### src/dtrig_pkg.sv
// Shared constants and types of the digitizer trigger logic.
// Assumes one sampling clock; samples are signed two's complement words.
package dtrig_pkg;

	localparam int DTRIG_NUM_CH      = 2;
	localparam int DTRIG_ENG_PER_CH  = 2;
	localparam int DTRIG_NUM_ENG     = DTRIG_NUM_CH * DTRIG_ENG_PER_CH + 1;
	localparam int DTRIG_EXT_ENG     = DTRIG_NUM_ENG - 1;
	localparam int DTRIG_NUM_INPUTS  = DTRIG_NUM_CH + 1;
	localparam int DTRIG_EXT_IDX     = DTRIG_NUM_CH;

	localparam int DTRIG_SAMPLE_W    = 16;
	localparam int DTRIG_NARROW_W    = 14;
	localparam int DTRIG_PAD_W       = DTRIG_SAMPLE_W - DTRIG_NARROW_W;

	// Sensitivity band in percent of full scale, rounded up to whole counts.
	localparam int DTRIG_HYST_PERCENT = 2;
	localparam int DTRIG_FULL_SCALE   = 1 << DTRIG_SAMPLE_W;
	localparam int DTRIG_HYST_COUNTS  = (DTRIG_FULL_SCALE * DTRIG_HYST_PERCENT + 99) / 100;

	localparam int DTRIG_TMO_W       = 32;
	localparam logic [DTRIG_TMO_W-1:0] DTRIG_TMO_RESET = 32'h0;
	localparam logic [DTRIG_TMO_W-1:0] DTRIG_TMO_STEP  = 32'h1;

	// Acquisition memory of 2**32 sample words.
	localparam int DTRIG_MEM_AW      = 32;

	typedef enum logic [1:0] {
		DTRIG_SRC_CH0,
		DTRIG_SRC_CH1,
		DTRIG_SRC_EXT,
		DTRIG_SRC_SOFT
	} dtrig_src_t;

	typedef enum logic {
		DTRIG_SLOPE_POS,
		DTRIG_SLOPE_NEG
	} dtrig_slope_t;

endpackage

### src/dtrig_engine.sv
// One trigger engine: level crossing with slope and hysteresis.
// Assumes a synchronous sample stream and an already edge-detected soft pulse.
`timescale 1ns/1ns
`default_nettype none
module dtrig_engine (
	input  wire logic                                  clk,
	input  wire logic                                  rst_n,
	input  wire logic                                  enable,
	input  wire logic [dtrig_pkg::DTRIG_SAMPLE_W-1:0]  sample,
	input  wire logic [dtrig_pkg::DTRIG_SAMPLE_W-1:0]  level,
	input  wire dtrig_pkg::dtrig_slope_t               slope,
	input  wire logic                                  soft_sel,
	input  wire logic                                  soft_pulse,
	output logic                                       fire_q
);
	import dtrig_pkg::*;

	typedef enum {ENG_WAIT, ENG_ARMED} dtrig_eng_state_t;

	localparam logic signed [DTRIG_SAMPLE_W:0] HYST = (DTRIG_SAMPLE_W+1)'(DTRIG_HYST_COUNTS);

	dtrig_eng_state_t state_q, state_d;
	logic fire_d;

	wire signed [DTRIG_SAMPLE_W:0] smp = {sample[DTRIG_SAMPLE_W-1], sample};
	wire signed [DTRIG_SAMPLE_W:0] lvl = {level[DTRIG_SAMPLE_W-1], level};
	wire is_pos   = (slope == DTRIG_SLOPE_POS);
	// The source must first sit a full band on the far side of the level.
	wire arm_cond = is_pos ? (smp <= lvl - HYST) : (smp >= lvl + HYST);
	wire hit_cond = is_pos ? (smp >= lvl) : (smp <= lvl);

	always_comb begin
		state_d = state_q;
		case (state_q)
			ENG_WAIT: if (arm_cond) state_d = ENG_ARMED;
			ENG_ARMED: if (hit_cond) state_d = ENG_WAIT;
			default: state_d = ENG_WAIT;
		endcase
		if (!enable || soft_sel) state_d = ENG_WAIT;
	end

	assign fire_d = enable & (soft_sel ? soft_pulse : (state_q == ENG_ARMED) & hit_cond);

	always_ff @(posedge clk or negedge rst_n) begin
		if (!rst_n) begin
			state_q <= ENG_WAIT;
			fire_q  <= 1'b0;
		end else begin
			state_q <= state_d;
			fire_q  <= fire_d;
		end
	end

	a_fire_needs_arm: assert property (@(posedge clk) disable iff (!rst_n)
		fire_q |-> $past(soft_sel) || $past(state_q == ENG_ARMED))
		else $error("engine fired without prior swing through the band");
	a_fire_rising: assert property (@(posedge clk) disable iff (!rst_n)
		fire_q && !$past(soft_sel) && $past(slope == DTRIG_SLOPE_POS) |-> $past(smp >= lvl))
		else $error("positive slope fire below level");
	a_fire_falling: assert property (@(posedge clk) disable iff (!rst_n)
		fire_q && !$past(soft_sel) && $past(slope == DTRIG_SLOPE_NEG) |-> $past(smp <= lvl))
		else $error("negative slope fire above level");
	a_fire_single: assert property (@(posedge clk) disable iff (!rst_n)
		fire_q |=> !fire_q)
		else $error("engine fire longer than one cycle");
	a_engine_off: assert property (@(posedge clk) disable iff (!rst_n)
		!enable |=> !fire_q)
		else $error("disabled engine fired");
endmodule
`default_nettype wire

### src/dtrig_memsplit.sv
// Write addressing that shares acquisition memory among active channels.
// Assumes one sample per channel per clock while capture runs.
`timescale 1ns/1ns
`default_nettype none
module dtrig_memsplit #(
	parameter int AW = dtrig_pkg::DTRIG_MEM_AW
) (
	input  wire logic                                  clk,
	input  wire logic                                  rst_n,
	input  wire logic                                  run,
	input  wire logic                                  dual,
	input  wire logic                                  single_ch,
	input  wire logic [dtrig_pkg::DTRIG_SAMPLE_W-1:0]  ch0_data,
	input  wire logic [dtrig_pkg::DTRIG_SAMPLE_W-1:0]  ch1_data,
	output logic                                       wr0_en_q,
	output logic [AW-1:0]                              wr0_addr_q,
	output logic [dtrig_pkg::DTRIG_SAMPLE_W-1:0]       wr0_data_q,
	output logic                                       wr1_en_q,
	output logic [AW-1:0]                              wr1_addr_q,
	output logic [dtrig_pkg::DTRIG_SAMPLE_W-1:0]       wr1_data_q
);
	import dtrig_pkg::*;

	// In dual mode each channel owns one half; alone a channel owns it all.
	function automatic logic [AW-1:0] region_addr(input logic [AW-1:0] ptr, input logic two, input logic upper);
		region_addr = two ? {upper, ptr[AW-2:0]} : ptr;
	endfunction

	logic [AW-1:0] ptr0_q, ptr1_q;

	wire act0 = dual | ~single_ch;
	wire act1 = dual | single_ch;

	always_ff @(posedge clk or negedge rst_n) begin
		if (!rst_n) begin
			ptr0_q     <= '0;
			ptr1_q     <= '0;
			wr0_en_q   <= 1'b0;
			wr1_en_q   <= 1'b0;
			wr0_addr_q <= '0;
			wr1_addr_q <= '0;
			wr0_data_q <= '0;
			wr1_data_q <= '0;
		end else begin
			ptr0_q     <= (run && act0) ? ptr0_q + AW'(1) : (run ? ptr0_q : '0);
			ptr1_q     <= (run && act1) ? ptr1_q + AW'(1) : (run ? ptr1_q : '0);
			wr0_en_q   <= run & act0;
			wr1_en_q   <= run & act1;
			wr0_addr_q <= region_addr(ptr0_q, dual, 1'b0);
			wr1_addr_q <= region_addr(ptr1_q, dual, 1'b1);
			wr0_data_q <= ch0_data;
			wr1_data_q <= ch1_data;
		end
	end

	a_dual_lower: assert property (@(posedge clk) disable iff (!rst_n)
		$past(dual) && wr0_en_q |-> !wr0_addr_q[AW-1])
		else $error("channel 0 left its half in dual mode");
	a_dual_upper: assert property (@(posedge clk) disable iff (!rst_n)
		$past(dual) && wr1_en_q |-> wr1_addr_q[AW-1])
		else $error("channel 1 left its half in dual mode");
	a_single_port: assert property (@(posedge clk) disable iff (!rst_n)
		$past(run) && !$past(dual) |-> (wr0_en_q != wr1_en_q))
		else $error("single mode must write exactly one channel");
endmodule
`default_nettype wire

### src/dtrig_top.sv
// Trigger logic top: input staging, sample formatting, engines, timeout and
// the global trigger, plus memory write addressing for the captured samples.
// Assumes converter pins are synchronous to SYS_CLK, while all configuration
// ports are driven by logic on SYS_CLK.
//
// What this block does
// - Simple mode uses one engine with source channel, external or software.
// - An engine fires when its source crosses the level in the chosen slope.
// - A channel or external firing needs a swing through the level of two percent full scale; a software firing does not.
// - An optional timeout forces a trigger when no event came in time.
// - Every engine has its own level and slope; all but the external engine choose their own source.
// - The global trigger is the OR of all engine outputs and the timeout expiry.
// - Two engines per input channel plus one engine for the external input.
// - A window uses two engines on one channel, positive upper, negative lower.
// - Upper engine fires rising above, lower engine fires falling below.
// - Narrow fourteen-bit samples are widened to sixteen bits with zeros.
// - Memory is split equally among the one or two active channels.
// - Dual-channel or single-channel capture is chosen by configuration.
`timescale 1ns/1ns
`default_nettype none
module dtrig_top #(
	parameter int MEM_AW = dtrig_pkg::DTRIG_MEM_AW
) (
	input  wire logic                                                           SYS_CLK,
	input  wire logic                                                           RESET_N,
	input  wire logic [dtrig_pkg::DTRIG_SAMPLE_W-1:0]                           ADC0_DATA,
	input  wire logic [dtrig_pkg::DTRIG_SAMPLE_W-1:0]                           ADC1_DATA,
	input  wire logic [dtrig_pkg::DTRIG_SAMPLE_W-1:0]                           EXT_DATA,
	input  wire logic                                                           NARROW_MODE,
	input  wire logic                                                           SOFT_TRIG,
	input  wire logic                                                           ACQ_RUN,
	input  wire logic                                                           SIMPLE_MODE,
	input  wire logic [dtrig_pkg::DTRIG_NUM_ENG-1:0]                            ENG_ENABLE,
	input  wire dtrig_pkg::dtrig_src_t [dtrig_pkg::DTRIG_NUM_ENG-1:0]           ENG_SRC,
	input  wire logic [dtrig_pkg::DTRIG_NUM_ENG-1:0][dtrig_pkg::DTRIG_SAMPLE_W-1:0] ENG_LEVEL,
	input  wire dtrig_pkg::dtrig_slope_t [dtrig_pkg::DTRIG_NUM_ENG-1:0]         ENG_SLOPE,
	input  wire logic                                                           TIMEOUT_EN,
	input  wire logic [dtrig_pkg::DTRIG_TMO_W-1:0]                              TIMEOUT_CYCLES,
	input  wire logic                                                           DUAL_MODE,
	input  wire logic                                                           SINGLE_CH,
	output logic                                                                TRIG_OUT,
	output logic                                                                TRIG_FORCED,
	output logic [dtrig_pkg::DTRIG_NUM_ENG-1:0]                                 ENGINE_FIRE,
	output logic                                                                CH0_WR_EN,
	output logic [MEM_AW-1:0]                                                   CH0_WR_ADDR,
	output logic [dtrig_pkg::DTRIG_SAMPLE_W-1:0]                                CH0_WR_DATA,
	output logic                                                                CH1_WR_EN,
	output logic [MEM_AW-1:0]                                                   CH1_WR_ADDR,
	output logic [dtrig_pkg::DTRIG_SAMPLE_W-1:0]                                CH1_WR_DATA
);
	import dtrig_pkg::*;

	////////////////////////////////////////////////////////////////////////////
	// Helpers.

	// Narrow converters deliver their code in the low bits; it is moved to the
	// top so that level and hysteresis keep one scale in both variants.
	function automatic logic [DTRIG_SAMPLE_W-1:0] fmt_sample(input logic [DTRIG_SAMPLE_W-1:0] raw,
		input logic narrow);
		fmt_sample = narrow ? {raw[DTRIG_NARROW_W-1:0], {DTRIG_PAD_W{1'b0}}} : raw;
	endfunction

	function automatic logic [DTRIG_SAMPLE_W-1:0] sel_sample(input dtrig_src_t src,
		input logic [DTRIG_NUM_INPUTS-1:0][DTRIG_SAMPLE_W-1:0] f);
		case (src)
			DTRIG_SRC_CH0: sel_sample = f[0];
			DTRIG_SRC_CH1: sel_sample = f[1];
			default: sel_sample = f[DTRIG_EXT_IDX];
		endcase
	endfunction

	////////////////////////////////////////////////////////////////////////////
	// Reset release.

	// Reset takes effect at once but is let go only after two clean edges, so
	// no register leaves reset close to a clock edge.
	logic rst_meta_q;
	logic rst_n_q;

	always_ff @(posedge SYS_CLK or negedge RESET_N) begin
		if (!RESET_N) begin
			rst_meta_q <= 1'b0;
			rst_n_q    <= 1'b0;
		end else begin
			rst_meta_q <= 1'b1;
			rst_n_q    <= rst_meta_q;
		end
	end

	////////////////////////////////////////////////////////////////////////////
	// Pin staging and sample formatting.

	logic [DTRIG_NUM_INPUTS-1:0][DTRIG_SAMPLE_W-1:0] pin_s1_q;
	logic [DTRIG_NUM_INPUTS-1:0][DTRIG_SAMPLE_W-1:0] pin_s2_q;
	logic [DTRIG_NUM_INPUTS-1:0][DTRIG_SAMPLE_W-1:0] fmt;
	logic                                            soft_q;

	wire [DTRIG_NUM_INPUTS-1:0][DTRIG_SAMPLE_W-1:0] pin_in = {EXT_DATA, ADC1_DATA, ADC0_DATA};

	always_ff @(posedge SYS_CLK or negedge rst_n_q) begin
		if (!rst_n_q) begin
			pin_s1_q <= '0;
			pin_s2_q <= '0;
			soft_q   <= 1'b0;
		end else begin
			pin_s1_q <= pin_in;
			pin_s2_q <= pin_s1_q;
			soft_q   <= SOFT_TRIG;
		end
	end

	assign fmt[0]             = fmt_sample(pin_s2_q[0], NARROW_MODE);
	assign fmt[1]             = fmt_sample(pin_s2_q[1], NARROW_MODE);
	// The external input is a full-width word and is never padded.
	assign fmt[DTRIG_EXT_IDX] = pin_s2_q[DTRIG_EXT_IDX];

	// A held software request triggers once, on its rising edge.
	wire soft_pulse = SOFT_TRIG & ~soft_q;

	////////////////////////////////////////////////////////////////////////////
	// Trigger engines.

	logic [DTRIG_NUM_ENG-1:0] eng_fire;

	// Windowed and ORed triggering need no logic of their own: two engines set
	// to one channel with opposite slopes form a window, and the OR below joins
	// every engine into the global trigger.
	for (genvar e = 0; e < DTRIG_NUM_ENG; e++) begin : g_eng
		dtrig_src_t                src_e;
		logic                      en_e;
		logic [DTRIG_SAMPLE_W-1:0] smp_e;

		// The last engine always watches the external input.
		assign src_e = (e == DTRIG_EXT_ENG) ? DTRIG_SRC_EXT : ENG_SRC[e];
		// Simple mode keeps only the first engine alive.
		assign en_e  = ENG_ENABLE[e] & (~SIMPLE_MODE | (e == 0));
		assign smp_e = sel_sample(src_e, fmt);

		dtrig_engine u_engine (
			.clk        (SYS_CLK),
			.rst_n      (rst_n_q),
			.enable     (en_e),
			.sample     (smp_e),
			.level      (ENG_LEVEL[e]),
			.slope      (ENG_SLOPE[e]),
			.soft_sel   (src_e == DTRIG_SRC_SOFT),
			.soft_pulse (soft_pulse),
			.fire_q     (eng_fire[e])
		);
	end

	assign ENGINE_FIRE = eng_fire;

	////////////////////////////////////////////////////////////////////////////
	// Timeout and global trigger.

	logic [DTRIG_TMO_W-1:0] tmo_q;
	logic                   trig_q;
	logic                   forced_q;

	// The wait counts sampling clocks while capture runs. Reaching the programmed
	// count with no engine event forces one trigger and starts a new wait.
	wire eng_any    = |eng_fire;
	wire tmo_count  = TIMEOUT_EN && ACQ_RUN && (TIMEOUT_CYCLES != DTRIG_TMO_RESET);
	wire tmo_expire = tmo_count && !eng_any && (tmo_q == TIMEOUT_CYCLES - DTRIG_TMO_STEP);

	always_ff @(posedge SYS_CLK or negedge rst_n_q) begin
		if (!rst_n_q) begin
			tmo_q    <= DTRIG_TMO_RESET;
			trig_q   <= 1'b0;
			forced_q <= 1'b0;
		end else begin
			// Any real trigger restarts the wait.
			tmo_q    <= (!tmo_count || eng_any || tmo_expire) ? DTRIG_TMO_RESET : tmo_q + DTRIG_TMO_STEP;
			trig_q   <= eng_any | tmo_expire;
			forced_q <= tmo_expire;
		end
	end

	assign TRIG_OUT    = trig_q;
	assign TRIG_FORCED = forced_q;

	////////////////////////////////////////////////////////////////////////////
	// Acquisition memory addressing.

	// In dual mode channel 1 writes the upper half of the address space; a
	// single active channel uses the whole space from address zero.
	dtrig_memsplit #(
		.AW (MEM_AW)
	) u_memsplit (
		.clk        (SYS_CLK),
		.rst_n      (rst_n_q),
		.run        (ACQ_RUN),
		.dual       (DUAL_MODE),
		.single_ch  (SINGLE_CH),
		.ch0_data   (fmt[0]),
		.ch1_data   (fmt[1]),
		.wr0_en_q   (CH0_WR_EN),
		.wr0_addr_q (CH0_WR_ADDR),
		.wr0_data_q (CH0_WR_DATA),
		.wr1_en_q   (CH1_WR_EN),
		.wr1_addr_q (CH1_WR_ADDR),
		.wr1_data_q (CH1_WR_DATA)
	);

	////////////////////////////////////////////////////////////////////////////
	// Checks of the trigger path.
	// Engine-level checks sit inside each engine; the ones here watch how the
	// engines and the global trigger work together.

	a_reset_quiet: assert property (@(posedge SYS_CLK)
		!rst_n_q |-> !TRIG_OUT && !TRIG_FORCED && ENGINE_FIRE == '0)
		else $error("trigger output active during reset");

	a_global_or: assert property (@(posedge SYS_CLK) disable iff (!rst_n_q)
		eng_any |=> TRIG_OUT)
		else $error("engine fire did not reach the global trigger");

	a_global_cause: assert property (@(posedge SYS_CLK) disable iff (!rst_n_q)
		TRIG_OUT |-> $past(eng_any) || TRIG_FORCED)
		else $error("global trigger without a cause");

	a_soft_trigger: assert property (@(posedge SYS_CLK) disable iff (!rst_n_q)
		soft_pulse && ENG_ENABLE[0] && ENG_SRC[0] == DTRIG_SRC_SOFT |=> ENGINE_FIRE[0] ##1 TRIG_OUT)
		else $error("software request did not trigger");

	a_soft_once: assert property (@(posedge SYS_CLK) disable iff (!rst_n_q)
		soft_pulse |=> !soft_pulse)
		else $error("held software request triggered twice");

	a_simple_single: assert property (@(posedge SYS_CLK) disable iff (!rst_n_q)
		SIMPLE_MODE |=> ENGINE_FIRE[DTRIG_NUM_ENG-1:1] == '0)
		else $error("engine other than the first fired in simple mode");

	a_ext_enable: assert property (@(posedge SYS_CLK) disable iff (!rst_n_q)
		ENGINE_FIRE[DTRIG_EXT_ENG] |-> $past(ENG_ENABLE[DTRIG_EXT_ENG]) && !$past(SIMPLE_MODE))
		else $error("external engine fired while switched off");

	////////////////////////////////////////////////////////////////////////////
	// Checks of the timeout.
	// A forced trigger only stands in for a missing engine event, so it never
	// appears while counting is off or right after a real trigger.

	a_timeout_force: assert property (@(posedge SYS_CLK) disable iff (!rst_n_q)
		TRIG_FORCED |-> $past(tmo_q) == $past(TIMEOUT_CYCLES) - DTRIG_TMO_STEP && $past(TIMEOUT_EN))
		else $error("forced trigger at the wrong count");

	a_timeout_fires: assert property (@(posedge SYS_CLK) disable iff (!rst_n_q)
		tmo_expire |=> TRIG_FORCED && TRIG_OUT)
		else $error("expired timeout did not force a trigger");

	a_forced_pulse: assert property (@(posedge SYS_CLK) disable iff (!rst_n_q)
		TRIG_FORCED |=> !TRIG_FORCED)
		else $error("forced trigger longer than one cycle");

	a_forced_global: assert property (@(posedge SYS_CLK) disable iff (!rst_n_q)
		TRIG_FORCED |-> TRIG_OUT)
		else $error("forced trigger missing on the global trigger");

	a_timeout_idle: assert property (@(posedge SYS_CLK) disable iff (!rst_n_q)
		!(TIMEOUT_EN && ACQ_RUN) |=> !TRIG_FORCED)
		else $error("forced trigger while the timeout was off");

	a_timeout_restart: assert property (@(posedge SYS_CLK) disable iff (!rst_n_q)
		eng_any |=> tmo_q == DTRIG_TMO_RESET && !TRIG_FORCED)
		else $error("engine event did not restart the timeout");

	////////////////////////////////////////////////////////////////////////////
	// Checks of the capture path.

	a_narrow_pad: assert property (@(posedge SYS_CLK) disable iff (!rst_n_q)
		$past(NARROW_MODE) && CH0_WR_EN |-> CH0_WR_DATA[DTRIG_PAD_W-1:0] == '0)
		else $error("narrow sample not padded with zeros");

	a_narrow_pad_ch1: assert property (@(posedge SYS_CLK) disable iff (!rst_n_q)
		$past(NARROW_MODE) && CH1_WR_EN |-> CH1_WR_DATA[DTRIG_PAD_W-1:0] == '0)
		else $error("narrow channel 1 sample not padded with zeros");

	a_dual_both: assert property (@(posedge SYS_CLK) disable iff (!rst_n_q)
		$past(ACQ_RUN) && $past(DUAL_MODE) |-> CH0_WR_EN && CH1_WR_EN)
		else $error("dual mode did not write both channels");

	a_run_stopped: assert property (@(posedge SYS_CLK) disable iff (!rst_n_q)
		!ACQ_RUN |=> !CH0_WR_EN && !CH1_WR_EN)
		else $error("memory written while capture was stopped");

	////////////////////////////////////////////////////////////////////////////
	// Scenarios that the bench is expected to reach.

	c_window: cover property (@(posedge SYS_CLK) disable iff (!rst_n_q)
		ENGINE_FIRE[2] ##[1:100] ENGINE_FIRE[3]);

	c_forced: cover property (@(posedge SYS_CLK) disable iff (!rst_n_q)
		TRIG_FORCED);

	c_external: cover property (@(posedge SYS_CLK) disable iff (!rst_n_q)
		ENGINE_FIRE[DTRIG_EXT_ENG] ##1 TRIG_OUT);

	c_dual: cover property (@(posedge SYS_CLK) disable iff (!rst_n_q)
		DUAL_MODE && CH0_WR_EN && CH1_WR_EN);

	c_soft: cover property (@(posedge SYS_CLK) disable iff (!rst_n_q)
		soft_pulse ##1 ENGINE_FIRE[0] ##1 TRIG_OUT);
endmodule
`default_nettype wire

### config.mk
export PLATFORM = sky130hd
export DESIGN_NAME = dtrig_top
export DESIGN_NICKNAME = d
export VERILOG_FILES = /design/src/dtrig_pkg.sv /design/src/dtrig_engine.sv /design/src/dtrig_memsplit.sv /design/src/dtrig_top.sv
export SDC_FILE = /design/constraint.sdc
export NUM_CORES = 1
export LEC_CHECK = 0
export ABC_AREA = 1
export BUFFER_PORTS_ARGS = -buffer_cell sky130_fd_sc_hd__buf_2
export CELL_PAD_IN_SITES_DETAIL_PLACEMENT = 1
export CELL_PAD_IN_SITES_GLOBAL_PLACEMENT = 1
export CORE_UTILIZATION = 40
export DETAILED_ROUTE_END_ITERATION = 10
export PLACE_DENSITY = 0.87
export SLEW_MARGIN = 20
export SYNTH_ARGS = -nofsm -noshare
export SYNTH_HDL_FRONTEND = slang
export SYNTH_SLANG_ARGS = --single-unit
### constraint.sdc
create_clock -name SYS_CLK -period 21.5 [get_ports SYS_CLK]
set_input_delay 0 -clock SYS_CLK [delete_from_list [all_inputs] [get_ports SYS_CLK]]
set_output_delay 0 -clock SYS_CLK [all_outputs]
set_load 0.01 [all_outputs]
==> impl_metrics.ini <==
[run_status]
status = finished clean

[cells_and_area]
most-common-layout-cells = nand2_1 (558), nor2_1 (331), inv_1 (311), dfrtp_1 (304), buf_2 (291)
final_common_cell = nand2_1
layout-drive-gt1-share = 0.123
nNetsFinal = 3637
final_area_um2 = 26100
fillCellCount = 6721
synthToLayoutAreaGrowth_pct = 18.9

[floorplan]
die_h_um = 236
core_area_um2 = 54000
die_area_um2 = 55700
ios = 294
die_x_um = 236
start_util = 0.406
num_rows = 85

[timing]
setup_violations = 0
fin_crit_ps = 4410
finalHoldViolCount = 0
fin_setup_tns_ps = 0
finalMaxSlewViolations = 0
tightest_slew_ps = 1010
rsz0062_at_grt = false
hold_ws_ps = 52.8
clock_skew_ps = 25.5
post-route-period-util = 0.205
slew-limit-headroom = 0.326
worst_slack_ps = 17090
max_freq_mhz = 227

[synth]
synth_cell_types = 55
postSynthCellCount = 2817
async_reset_ff_frac = 1.00
syn_nets = 3270
ys_warn_count = 0
ys.flop_type = dfrtp_1
synth_edf_count = 0
yosys_register_bits = 305
syn_area_um2 = 21900
ys_seq_area_frac = 0.348
avgSynthCellArea_um2 = 7.78

[min_path]
min_to = u_memsplit.ptr0_q[26]$_DFFE_PN0P_
min_from = ACQ_RUN
min_path_cells = 4
hp-class = input pin to flip-flop

[setup_path]
path_cells = dlygate4sd3_1 -> buf_2 -> inv_1 -> nand2_1 -> nand2_1 -> o22ai_1 -> a31oi_1 -> ha_1 -> nand4_1 -> nor2_1 -> nand2_1 -> nand3b_1 -> nand3_1 -> or2_2 -> o21ai_0 -> dlygate4sd3_1
start_kind = input pin
path_max_fanout = 31
critical_path_arrival_ps = 4860
r2r-end = g_eng[0].u_engine.state_q[0]$_DFFE_PN0P_
worst_r2r_path_depth = 15
cp_top_family = buffers and inverters
timing.critical_path.mode_cell = nand2_1
slowest_delay_ps = 780
crit_type = input pin to flip-flop
reg2reg_from = pin_s2_q[8]$_DFF_PN0_
rrSetupSlack_ps = 17970
slowest_stage = inv_1
cp_num_buf_inv = 4
end_kind = flip-flop
cp.required_ps = 21960

[routing]
wl_per_cell_um = 20.5
vias_per_cell = 5.52
drt_iter0_markers = 1382
drtAntennaViolNets = 0
wirelength_um = 80300
drt-pass1-iter-count = 6
drc = 0
vias = 21606

[placement]
dp_slack_ps = 17750
io_buffers = 291
place_congestion = 0.933
dpl.hpwl_um = 60800
dpl_cell_area_um2 = 24100

[cts]
clk_path_buf_depth = 3
cts_sinks = 305
cts_tree = yes
clk_latency_ps = 540
numCtsBuffers = 34
clkTransAtPathRegs_ps = 70
htreeDepth = 2
root_buffer = clkbuf_16

[power_and_ir_drop]
seq_power_share = 0.380
p_comb_frac = 0.243
vdd_drop_max_mv = 0.0610
p_sw_frac = 0.329
p_switching_uw = 536
p_leak_nw = 13.0
internal-power_mw = 1.09
clock_power_share = 0.378
power_density_nw_per_um2 = 62.5

[global_routing]
grt_max_degree = 82
grtUsageMet2 = 0.497
met1_usage = 0.351
grt.total_usage = 0.288
met3_usage = 0.0486
overflow = 0
antenna_found_initial = 13
grt_pass1_wl_um = 126000
grt_pass1_vias = 22677
grt.busiest_layer = met2

[run]
drv_cap = 0
Yosys cell counts (5+ instances only):
master	instances	area share
clkinv_1	7	0.0012
nor2_2	17	0.0049
nand4_1	73	0.021
o21ai_0	115	0.026
dfrtp_1	305	0.35
clkbuf_1	33	0.0057
nand3_1	122	0.028
inv_1	311	0.053
o21a_1	10	0.0034
nand3b_1	22	0.0075
ha_1	264	0.15
o21ai_1	21	0.0048
o21bai_1	9	0.0031
nor4_1	15	0.0043
buf_4	5	0.0017
a31oi_1	23	0.0066
nand2_1	558	0.096
xnor2_1	31	0.012
o211ai_1	8	0.0027
xor2_1	152	0.061
a221oi_1	5	0.0020
o22ai_1	61	0.017
nor3_1	72	0.016
nor2_1	331	0.057
a21oi_1	186	0.042
timing repair:
action	in CTS	in global routing
buffers inserted	0	0
endpoints found under the hold margin	75	0
hold buffers	79	0
resized for setup	0	0
worst register-to-register path, cell delays in order (launching register included):
cell,delay (ps)
dfrtp_1,330
inv_1,60
o21ai_1,610
o22ai_1,180
nor2_1,390
ha_1,320
nand2_1,110
nor2_1,80
a21boi_0,120
o21ai_0,260
nand3_1,110
nand2_1,80
nand3_1,70
nand2_1,70
o21bai_1,60
dlygate4sd3_1,580
final cells by class:
type,count,area [µm²],share of cell area
Multi-Input combinational cell,2148,12900,0.494
Sequential cell,305,7640,0.293
Timing Repair Buffer,375,2290,0.0880
Inverter,320,1200,0.0461
Clock buffer,39,890,0.0341
Tap cell,696,871,0.0334
Clock inverter,22,270,0.0104
Antenna cell,6,15.0,0.000576
registers in the layout (all words and copies together), names as in the netlist:
name,cells
TRIG_FORCED,1
TRIG_OUT,1
fmt,16
g_eng.u_engine.fire_q,5
g_eng.u_engine.state_q,5
pin_s1_q,48
pin_s2_q,32
rst_meta_q,1
rst_n_q,1
soft_q,1
tmo_q,32
u_memsplit.ptr0_q,32
u_memsplit.ptr1_q,32
u_memsplit.wr0_addr_q,32
u_memsplit.wr0_data_q,16
u_memsplit.wr0_en_q,1
u_memsplit.wr1_addr_q,32
u_memsplit.wr1_data_q,16
u_memsplit.wr1_en_q,1
per-layer routing:
metal	wire, µm	up-vias
met5	65	-
met4	3740	10
met3	5090	193
met2	38500	715
met1	32900	10504
li1	-	10184
power groups by stage:
| stage | logic (mW) | registers [mW] | clock network (mW) |
|---|---|---|---|
| after floorplan | 0.237 | 0.627 | 0 |
| after global placement | 0.357 | 0.627 | 0 |
| after detailed placement | 0.371 | 0.627 | 0 |
| after CTS | 0.388 | 0.617 | 0.622 |
| after global routing | 0.444 | 0.620 | 0.644 |
| final | 0.395 | 0.618 | 0.615 |
through the flow:
stage / total power [mW] / util / std cells
final: 1.63 / 0.482 / 3911
after global placement: 0.984 / 0.446 / 3765
after detailed placement: 0.999 / 0.446 / 3765
after CTS: 1.63 / 0.482 / 3905
after global routing: 1.71 / 0.482 / 3911
after floorplan: 0.864 / - / 2817
kinds of logic after synthesis:
| kind of cell | after synthesis | synth area share |
|---|---|---|
| AO/OA/AOI/OAI | 462 | 0.118 |
| XOR/XNOR | 183 | 0.0731 |
| adder cells (fa/ha/maj) | 264 | 0.151 |
| buffers and inverters | 364 | 0.0643 |
| flip-flops | 305 | 0.348 |
| other | 1 | 0.000171 |
| AND/OR/NAND/NOR | 1238 | 0.245 |
how the worst max path moves through the flow:
stage	from	slack, ps	cells past startpoint	end
finish	NARROW_MODE	17090	16	g_eng[1].u_engine.state_q[0]$_DFFE_PN0P_
global placement	NARROW_MODE	17840	16	g_eng[3].u_engine.fire_q$_DFF_PN0_
detailed placement	NARROW_MODE	17750	15	g_eng[3].u_engine.fire_q$_DFF_PN0_
global route	NARROW_MODE	16720	17	g_eng[3].u_engine.fire_q$_DFF_PN0_
floorplan	rst_n_q$_DFF_PN0_	12370	0	TRIG_FORCED$_DFF_PN0_
CTS	NARROW_MODE	17180	17	g_eng[1].u_engine.state_q[0]$_DFFE_PN0P_
No activity file was read; power rests on OpenSTA's default activity.
